<file path="src/core/pscs_pkg.sv">
// Behaviour
// Four-bit code picks one fixed frequency triple
// Latch bit0 at supply; pin copies crystal
// First crystal copy drive 1x/2x, default 1x
// Type 1: power-good low latches, enables clocks
// After first power-good low, pin ignored
// Type 0: power-good pin is crystal copy
// Latch type strap; pin becomes graphics clock
// Latch multiplier; 0 four, 1 six times
// True host pin push-pull or open-drain
// Complement host pin follows same strap
// Board pulls unused power-good pin low
// Latch bit1; pin becomes free bus clock
// Latch bit3; pin becomes usb clock
// Latch bit2; pin becomes io-chip clock
// Straps held, clocks off, pins undriven
package pscs_pkg;
	// Register byte addresses
	localparam logic [7:0] PSCS_ADDR_CTRL = 8'h00;
	localparam logic [7:0] PSCS_ADDR_STAT = 8'h04;
	localparam logic [7:0] PSCS_ADDR_FREQ = 8'h08;
	// Control fields and reset value
	localparam int PSCS_CTRL_W = 2;
	localparam int PSCS_CTRL_REF_X2 = 0;
	localparam int PSCS_CTRL_IO_48 = 1;
	localparam logic [1:0] PSCS_CTRL_RST = 2'h0;
	// Status field positions
	localparam int PSCS_ST_MODE = 4;
	localparam int PSCS_ST_MULT = 5;
	localparam int PSCS_ST_LATCHED = 6;
	localparam int PSCS_ST_RUN = 7;
	// Frequency word fields, tenths of MHz
	localparam int PSCS_FQ_GFX = 12;
	localparam int PSCS_FQ_BUS = 22;
	// Synchroniser lanes
	localparam int PSCS_SY_W = 9;
	localparam int PSCS_SY_SUP = 0;
	localparam int PSCS_SY_PG = 1;
	localparam int PSCS_SY_XT = 2;
	localparam int PSCS_SY_FS = 3;
	localparam int PSCS_SY_PT = 7;
	localparam int PSCS_SY_MS = 8;
	localparam logic [8:0] PSCS_SY_RST = 9'h000;
	// Divider width for the clock enables
	localparam int PSCS_DIV_W = 3;
	localparam logic [2:0] PSCS_DIV_ONE = 3'h1;
	localparam logic [2:0] PSCS_DIV_ALL = 3'h7;
	localparam logic [1:0] PSCS_DIV_LOW = 2'h3;
	// Frequency triple per code, tenths of MHz
	localparam logic [11:0] PSCS_HOST [16] = '{12'd1009, 12'd1000, 12'd1339,
		12'd1333, 12'd1100, 12'd1452, 12'd1800, 12'd1984, 12'd2009, 12'd2000,
		12'd1669, 12'd1666, 12'd1000, 12'd1333, 12'd2000, 12'd1666};
	localparam logic [9:0] PSCS_GFX [16] = '{10'd673, 10'd667, 10'd669,
		10'd667, 10'd733, 10'd726, 10'd720, 10'd717, 10'd669, 10'd667,
		10'd668, 10'd666, 10'd667, 10'd667, 10'd667, 10'd666};
	localparam logic [8:0] PSCS_BUS [16] = '{9'd336, 9'd333, 9'd335, 9'd333,
		9'd367, 9'd363, 9'd360, 9'd358, 9'd335, 9'd333, 9'd334, 9'd333,
		9'd333, 9'd333, 9'd333, 9'd333};
	// Latched strap set
	typedef struct packed {
		logic [3:0] code;
		logic mode;
		logic mult;
	} pscs_straps_t;
	localparam pscs_straps_t PSCS_STRAPS_RST = '0;
	// Power-on sequence
	typedef enum logic [1:0] {ST_POWER, ST_PGWAIT, ST_RUN} pscs_state_t;
endpackage

</file>
<file path="src/core/pscs_top.sv">
// Added by the designer: the register offsets and the APB interface to the registers.
`timescale 1ns/1ps
module pscs_top import pscs_pkg::*; (
	input wire logic pclk,
	input wire logic presetn,
	input wire logic psel,
	input wire logic penable,
	input wire logic pwrite,
	input wire logic [7:0] paddr,
	input wire logic [31:0] pwdata,
	output logic [31:0] prdata,
	output logic pready,
	output logic pslverr,
	input wire logic supply_ok,
	input wire logic crystal_input,
	input wire logic freq_select_bit0,
	output logic crystal_copy_out_a,
	output logic crystal_copy_out_a_oe,
	input wire logic freq_select_bit1,
	output logic bus_clock_free,
	output logic bus_clock_free_oe,
	input wire logic freq_select_bit2,
	output logic io_chip_clock_out,
	output logic io_chip_clock_out_oe,
	input wire logic freq_select_bit3,
	output logic usb_clock_out,
	output logic usb_clock_out_oe,
	input wire logic processor_type_strap,
	output logic graphics_clock_out_1,
	output logic graphics_clock_out_1_oe,
	input wire logic drive_multiplier_strap,
	output logic bus_clock_out_2,
	output logic bus_clock_out_2_oe,
	input wire logic termination_power_good_n,
	output logic crystal_copy_out_b,
	output logic crystal_copy_out_b_oe,
	output logic host_clock_true,
	output logic host_clock_true_oe,
	output logic host_clock_comp,
	output logic host_clock_comp_oe,
	output logic ref_double_drive,
	output logic host_current_six
);
	logic [PSCS_SY_W-1:0] sy1_q; // First stage, read only by second
	logic [PSCS_SY_W-1:0] sy2_q; // Safe pin levels
	logic [PSCS_SY_W-1:0] pins; // Raw pin vector
	pscs_state_t st_q, st_d; // Power-on sequence state
	pscs_straps_t sp_q, sp_d; // Latched straps
	pscs_straps_t sp_pin; // Straps as seen on the pins now
	logic [PSCS_CTRL_W-1:0] ctrl_q, ctrl_d; // Software control
	logic [31:0] rd_q, rd_d; // Read data register
	logic [31:0] rd_mux; // Selected register word
	logic [31:0] freq_q, freq_d; // Decoded frequency triple
	logic [PSCS_DIV_W-1:0] div_q, div_d; // Rate divider
	logic [6:0] ck_q, ck_d; // Clock toggles and crystal copies
	logic en2, en4, en8; // One-cycle rate enables
	logic run; // Clocks enabled
	logic hit; // Address is mapped
	logic wr_acc; // Write takes effect now

	// Gather the pins that come from outside the clock domain
	assign pins = {drive_multiplier_strap, processor_type_strap, freq_select_bit3,
		freq_select_bit2, freq_select_bit1, freq_select_bit0, crystal_input,
		termination_power_good_n, supply_ok};

	// Two-flop synchroniser for every pin input
	always_ff @(posedge pclk or negedge presetn) begin
		if (!presetn) begin
			sy1_q <= PSCS_SY_RST;
			sy2_q <= PSCS_SY_RST;
		end else begin
			sy1_q <= pins;
			sy2_q <= sy1_q;
		end
	end

	// Straps as they stand on the shared pins
	always_comb begin
		sp_pin.code = sy2_q[PSCS_SY_FS +: 4];
		sp_pin.mode = sy2_q[PSCS_SY_PT];
		sp_pin.mult = sy2_q[PSCS_SY_MS];
	end

	// Power-on sequence and strap latching
	always_comb begin
		st_d = st_q;
		sp_d = sp_q;
		case (st_q)
			ST_POWER: begin
				// Supply crossed threshold: take every strap once
				if (sy2_q[PSCS_SY_SUP]) begin
					sp_d = sp_pin;
					st_d = sp_pin.mode ? ST_PGWAIT : ST_RUN;
				end
			end
			ST_PGWAIT: begin
				// Power-good low re-takes code and multiplier, then clocks run
				if (!sy2_q[PSCS_SY_PG]) begin
					sp_d.code = sp_pin.code;
					sp_d.mult = sp_pin.mult;
					st_d = ST_RUN;
				end
			end
			ST_RUN: begin
				// Held until the next power-on; power-good no longer looked at
				st_d = ST_RUN;
			end
			default: begin
				st_d = ST_POWER;
			end
		endcase
	end

	always_ff @(posedge pclk or negedge presetn) begin
		if (!presetn) begin
			st_q <= ST_POWER;
			sp_q <= PSCS_STRAPS_RST;
		end else begin
			st_q <= st_d;
			sp_q <= sp_d;
		end
	end

	assign run = (st_q == ST_RUN);

	// Rate enables from one divider; no second clock anywhere
	assign en2 = div_q[0];
	assign en4 = (div_q[1:0] == PSCS_DIV_LOW);
	assign en8 = (div_q == PSCS_DIV_ALL);

	// Output clock toggles: 0 host, 1 graphics, 2 bus, 3 usb, 4 io, 5/6 crystal
	always_comb begin
		div_d = div_q + PSCS_DIV_ONE;
		ck_d = ck_q;
		if (run) begin
			ck_d[0] = ~ck_q[0];
			if (en2) ck_d[1] = ~ck_q[1];
			if (en4) ck_d[2] = ~ck_q[2];
			if (en4) ck_d[3] = ~ck_q[3];
			// Io-chip clock runs at the usb rate or half of it
			if (ctrl_q[PSCS_CTRL_IO_48] ? en4 : en8) ck_d[4] = ~ck_q[4];
			ck_d[5] = sy2_q[PSCS_SY_XT];
			ck_d[6] = sy2_q[PSCS_SY_XT];
		end else begin
			// Clocks parked low until the sequence reaches ST_RUN
			ck_d = '0;
		end
	end

	always_ff @(posedge pclk or negedge presetn) begin
		if (!presetn) begin
			div_q <= '0;
			ck_q <= '0;
		end else begin
			div_q <= div_d;
			ck_q <= ck_d;
		end
	end

	// Shared pins turn into outputs only once clocks are enabled
	assign crystal_copy_out_a = ck_q[5];
	assign crystal_copy_out_a_oe = run;
	assign bus_clock_free = ck_q[2];
	assign bus_clock_free_oe = run;
	assign io_chip_clock_out = ck_q[4];
	assign io_chip_clock_out_oe = run;
	assign usb_clock_out = ck_q[3];
	assign usb_clock_out_oe = run;
	assign graphics_clock_out_1 = ck_q[1];
	assign graphics_clock_out_1_oe = run;
	assign bus_clock_out_2 = ck_q[2];
	assign bus_clock_out_2_oe = run;
	// Second crystal copy only when power-good is disabled
	assign crystal_copy_out_b = ck_q[6];
	assign crystal_copy_out_b_oe = run && !sp_q.mode;

	// Host pair: push-pull in type 1, open-drain pull-low in type 0
	assign host_clock_true = sp_q.mode ? ck_q[0] : 1'b0;
	assign host_clock_true_oe = run && (sp_q.mode || !ck_q[0]);
	assign host_clock_comp = sp_q.mode ? !ck_q[0] : 1'b0;
	assign host_clock_comp_oe = run && (sp_q.mode || ck_q[0]);

	// Drive settings for the analog buffers
	assign ref_double_drive = ctrl_q[PSCS_CTRL_REF_X2];
	assign host_current_six = sp_q.mult;

	// Frequency decode of the latched code, registered for read-back
	always_comb begin
		freq_d = '0;
		freq_d[PSCS_FQ_GFX-1:0] = PSCS_HOST[sp_q.code];
		freq_d[PSCS_FQ_BUS-1:PSCS_FQ_GFX] = PSCS_GFX[sp_q.code];
		freq_d[PSCS_FQ_BUS+8:PSCS_FQ_BUS] = PSCS_BUS[sp_q.code];
	end

	// APB: zero wait states, unmapped addresses answer with an error
	assign hit = (paddr == PSCS_ADDR_CTRL) || (paddr == PSCS_ADDR_STAT)
		|| (paddr == PSCS_ADDR_FREQ);
	assign pready = 1'b1;
	assign pslverr = psel && penable && !hit;
	assign wr_acc = psel && penable && pwrite && (paddr == PSCS_ADDR_CTRL);
	assign prdata = rd_q;

	// Read mux; status shows the sequence, not just stored bits
	always_comb begin
		rd_mux = '0;
		case (paddr)
			PSCS_ADDR_CTRL: rd_mux[PSCS_CTRL_W-1:0] = ctrl_q;
			PSCS_ADDR_STAT: begin
				rd_mux[PSCS_ST_MODE-1:0] = sp_q.code;
				rd_mux[PSCS_ST_MODE] = sp_q.mode;
				rd_mux[PSCS_ST_MULT] = sp_q.mult;
				rd_mux[PSCS_ST_LATCHED] = (st_q != ST_POWER);
				rd_mux[PSCS_ST_RUN] = run;
			end
			PSCS_ADDR_FREQ: rd_mux = freq_q;
			default: rd_mux = '0;
		endcase
	end

	// Control write in the access cycle, read capture in the setup cycle
	always_comb begin
		ctrl_d = ctrl_q;
		rd_d = rd_q;
		if (wr_acc) ctrl_d = pwdata[PSCS_CTRL_W-1:0];
		if (psel && !penable) rd_d = pwrite ? '0 : rd_mux;
	end

	always_ff @(posedge pclk or negedge presetn) begin
		if (!presetn) begin
			ctrl_q <= PSCS_CTRL_RST;
			rd_q <= '0;
			freq_q <= '0;
		end else begin
			ctrl_q <= ctrl_d;
			rd_q <= rd_d;
			freq_q <= freq_d;
		end
	end

	// Checks
	property p_decode;
		@(posedge pclk) disable iff (!presetn)
		run |=> freq_q[PSCS_FQ_GFX-1:0] == PSCS_HOST[$past(sp_q.code)];
	endproperty
	a_decode: assert property (p_decode) else $error("bad host decode");

	property p_hold;
		@(posedge pclk) disable iff (!presetn)
		run |=> $stable(sp_q) && run;
	endproperty
	a_hold: assert property (p_hold) else $error("straps moved");

	property p_pg_latch;
		@(posedge pclk) disable iff (!presetn)
		(st_q == ST_PGWAIT) && !sy2_q[PSCS_SY_PG] |=> run
			&& sp_q.code == $past(sy2_q[PSCS_SY_FS +: 4]);
	endproperty
	a_pg_latch: assert property (p_pg_latch) else $error("no pg latch");

	property p_pg_ignored;
		@(posedge pclk) disable iff (!presetn)
		run && $fell(sy2_q[PSCS_SY_PG]) |-> ##1 run ##1 $stable(sp_q);
	endproperty
	a_pg_ignored: assert property (p_pg_ignored) else $error("pg not ignored");

	property p_undriven;
		@(posedge pclk) disable iff (!presetn)
		!run |-> !crystal_copy_out_a_oe && !graphics_clock_out_1_oe
			&& !usb_clock_out_oe && !host_clock_true_oe && !crystal_copy_out_b_oe;
	endproperty
	a_undriven: assert property (p_undriven) else $error("early drive");

	property p_ref_b;
		@(posedge pclk) disable iff (!presetn)
		run ##1 run |-> crystal_copy_out_b_oe == !sp_q.mode
			&& (sp_q.mode || crystal_copy_out_b == $past(sy2_q[PSCS_SY_XT]));
	endproperty
	a_ref_b: assert property (p_ref_b) else $error("second copy wrong");

	property p_ref_a;
		@(posedge pclk) disable iff (!presetn)
		run ##1 run |-> crystal_copy_out_a == $past(sy2_q[PSCS_SY_XT]);
	endproperty
	a_ref_a: assert property (p_ref_a) else $error("first copy wrong");

	property p_mode_b_direct;
		@(posedge pclk) disable iff (!presetn)
		(st_q == ST_POWER) && sy2_q[PSCS_SY_SUP] && !sy2_q[PSCS_SY_PT] |=> run
			&& !sp_q.mode && host_current_six == $past(sy2_q[PSCS_SY_MS]);
	endproperty
	a_mode_b_direct: assert property (p_mode_b_direct) else $error("mode b");

	property p_host_pp;
		@(posedge pclk) disable iff (!presetn)
		run && sp_q.mode |-> host_clock_true_oe && host_clock_comp_oe
			&& host_clock_true != host_clock_comp;
	endproperty
	a_host_pp: assert property (p_host_pp) else $error("push-pull wrong");

	property p_host_od;
		@(posedge pclk) disable iff (!presetn)
		run && !sp_q.mode |-> !host_clock_true && !host_clock_comp
			&& (host_clock_true_oe != host_clock_comp_oe);
	endproperty
	a_host_od: assert property (p_host_od) else $error("open-drain wrong");

	property p_ref_drive;
		@(posedge pclk) disable iff (!presetn)
		wr_acc |=> ref_double_drive == $past(pwdata[PSCS_CTRL_REF_X2]);
	endproperty
	a_ref_drive: assert property (p_ref_drive) else $error("drive select");
endmodule // pscs_top

</file>
<file path="config.mk">
export PLATFORM = sky130hd
export DESIGN_NAME = pscs_top
export DESIGN_NICKNAME = d
export VERILOG_FILES = /design/src/core/pscs_pkg.sv /design/src/core/pscs_top.sv
export SDC_FILE = /design/constraint.sdc
export NUM_CORES = 1
export LEC_CHECK = 0
export BUFFER_PORTS_ARGS = -buffer_cell sky130_fd_sc_hd__buf_2
export CAP_MARGIN = 20
export CORE_MARGIN = 2
export CORE_UTILIZATION = 51
export DETAILED_ROUTE_END_ITERATION = 7
export GPL_ROUTABILITY_DRIVEN = 0
export PLACE_DENSITY = 0.81
export SLEW_MARGIN = 0
export SYNTH_ARGS = -nofsm -noshare
export SYNTH_HDL_FRONTEND = slang
export SYNTH_SLANG_ARGS = --single-unit
</file>
<file path="constraint.sdc">
create_clock -name pclk -period 1.9 [get_ports pclk]
set_input_delay 0.285 -clock pclk [delete_from_list [all_inputs] [get_ports pclk]]
set_output_delay 0.285 -clock pclk [all_outputs]
set_load 0.01 [all_outputs]
</file>
==> impl_results.md <==
- Hold WS: 0.0406 ns
- Finished Layout Cells: 445
- Status: completed
- Area occupied by multi-input gates: 1290 um2
- Die area: 7480 um2
- Initial drt markers: 122
- I/O pins: 108
- Mux share of post-synthesis cell area: 0.0368
- Synth Warn #: 0
- Area leader, netlist: dfrtp_1
- Final Max Tran Viols: 0
- Worst-case clock buffer depth: 2
- Vias in the first global route: 2,311
- Pre-CTS WS: 0.132 ns
- DR WL/cell: 14.0 um
- Sink Count: 79
- Final ANT Viol Nets: 0
- Finished Cell Area: 4100 um2
- CTS tree: built
- First-pass GRT wire length: 10.4 mm
- Type of the worst min-delay path: in -> reg
- Period utilisation layout: 0.931
- Starting density of the core: 0.519
- Startpoint Class: primary input
- DRC Markers: 0
- DR pass1 iterations: 4
- Die Wd: 86.5 um
- Final setup vio count: 0
- Crit Path Category: in -> out
- Crit-path most repeated cell: buf_2
- Required time worst endpoint: 1.62 ns
- Remaining global-route overflow: 0
- Seq/Total Area, Yosys: 0.570
- Setup slack after layout: 0.132 ns
- Leak Pwr: 2.07 nW
- Largest cells by area after synthesis: dfrtp_1, ha_1, buf_4, a22o_1, and2_1
- Synth top area share: 0.570
- Crit-path cells: buf_2, or4_4, a2111oi_0, nor2_1, buf_2
- Final WL: 6.22 mm
- Number of core rows: 30
- Clk Latency, worst-skew pair: 0.35 ns
- RSZ-0062 raised after global routing: false
- Post-Synth Simple-Gate Area: 0.122
- H-tree depth: 3
- Seq cells post-synth: 79
- Final layout net count: 429
- Mapped Area: 3470 um2
- Share of layout cells above drive strength 1: 0.310
- Crit path largest cell delay: 0.58 ns
- Final Hold Fails: 0
- Root Buffer: clkbuf_8
- Routed vias: 2,409
- Total CTS buffers: 9
- Post-synth cell types: 45
- Max-cap violation count: 0
- Top_reg_cell synth: dfrtp_1
- Syn_area_per_cell: 11.9 um2
- Total GRT Usage: 0.182
- EDFF count, synth: 0
- WP data arrival: 1.48 ns
- Clock skew: 0.00708 ns
- Pin count of the biggest net entering global routing: 69
- Peak supply drop: 0.000598 V
- Die Ht: 86.5 um
- Gate Count Post-Synth: 292
- Power Dens Cells: 1310 nW/um2
- Crit-path max FO: 5
- Clk pin slew, worst setup/hold paths: 0.07 ns
- Final HPWL DP: 4.42 mm
- Area growth syn-to-layout: 18.3%
- Largest family of logic cells by synthesized area: compound AO/OA/AOI/OAI gates
- Placed Area: 3860 um2
- PortBufs: 72
- ANT cells: 0
- Inst Count DP: 428
- Max Clock Freq: 0.565 GHz
- Crit path time final: 1.77 ns
- TNS Setup: 0 ns
- CP Capture Type: output port
- Asr flop ratio synth: 1.00
- Crit path max-delay cell type: or4_4
- Vias per inst: 5.41
- Initial antenna violation count: 0
- Adder-Cell Fraction of Synth Area: 0.0541
- Storage cell area: 1980 um2
- Filler instances: 547
- Core box area: 6680 um2
- Post-synthesis compound-gate area fraction: 0.141
- Post-CTS setup buffers: 0
- Synth Area in XOR/XNOR: 0.0101
what timing repair did:
item | in CTS | in global routing
resized for setup | 0 | 2
hold endpoints to repair | 11 | 0
endpoints found under the setup margin | 0 | 3
hold buffers | 1 | 0
Yosys cell counts (2+ instances only):
cell,number
a221o_1,7
o221a_2,3
mux2_2,4
and2_1,14
buf_4,19
o22ai_1,2
nor2b_1,8
nand2b_1,6
a21oi_1,16
o21ai_0,11
nand2_1,16
mux2i_1,6
nor3b_1,4
ha_1,15
dfrtp_1,79
a21o_1,2
conb_1,2
a22o_1,14
xor2_1,3
a2bb2oi_1,2
a31oi_1,3
clkbuf_1,11
inv_1,7
o31ai_1,2
nor2_1,16
flip-flops by register name, summed over array words and instances (netlist names):
register,cells
freq_q,21
prdata,21
sy1_q,9
sy2_q,9
ck_q,6
sp_q,5
div_q,3
ctrl_q,2
st_q,2
host_current_six,1
critical path, delay by kind of cell:
kind / cells / cell delay, ns
AOI/OAI and AO/OA: 1 / 0.31
buffers and inverters: 2 / 0.24
and+or+nand+nor: 2 / 0.64
layout make-up:
type / count / share of cell area
Sequential cell: 79 / 0.482
Multi-Input combinational cell: 178 / 0.316
Timing Repair Buffer: 84 / 0.117
Clock buffer: 10 / 0.0335
Tap cell: 80 / 0.0244
Clock inverter: 6 / 0.0204
Inverter: 8 / 0.00732
through the flow:
step	total power, mW	utilization
after floorplan	3.51	-
after global placement	3.96	0.578
after detailed placement	4.03	0.578
after CTS	5.40	0.612
after global routing	5.75	0.614
final	5.37	0.614
layer usage:
layer	global-route usage	routed length, um	vias to the layer above
met4	0.0895	121	0
met2	0.301	3080	77
met3	0.0543	373	13
li1	-	-	1138
met1	0.218	2650	1181
met5	0	0	-
power breakdown:
part           leakage [nW]  switching [mW]  internal [mW]
combinational         0.977           0.976          0.792
sequential            0.979           0.235           2.02
clock                 0.116           0.576          0.770
cells by family after synthesis:
logic type      Yosys count
compound gates           68
xor+xnor                  4
fa+ha+maj                15
buf+inv                  39
flops                    79
mux                      11
other cells               2
simple gates             74
final timing paths:
path	from	endpoint	slack [ns]	depth (start not counted)
worst max-delay path	paddr[1]	pslverr	0.13	5
worst min-delay path	processor_type_strap	sy1_q[7]	0.04	1
worst max register to register	st_q[0]	st_q[1]	0.26	5
worst min register to register	sy1_q[7]	sy2_q[7]	0.35	0
max in group asynchronous	presetn	sy2_q[1]	1.02	3
min in group asynchronous	presetn	freq_q[19]	0.31	2
cell usage in the layout (no fill, tap or decap), types with 7 or more instances in the layout:
cell | netlist | final
a22o_1 | 14 | 14
a21oi_1 | 16 | 16
inv_1 | 7 | 7
a221o_1 | 7 | 7
and2_1 | 14 | 14
o21ai_0 | 11 | 11
ha_1 | 15 | 14
nor2_1 | 16 | 16
clkbuf_8 | 0 | 10
buf_4 | 19 | 10
nor2b_1 | 8 | 8
buf_2 | 0 | 71
nand2_1 | 16 | 16
dfrtp_1 | 79 | 79
Power figures use the tool's default switching activity.
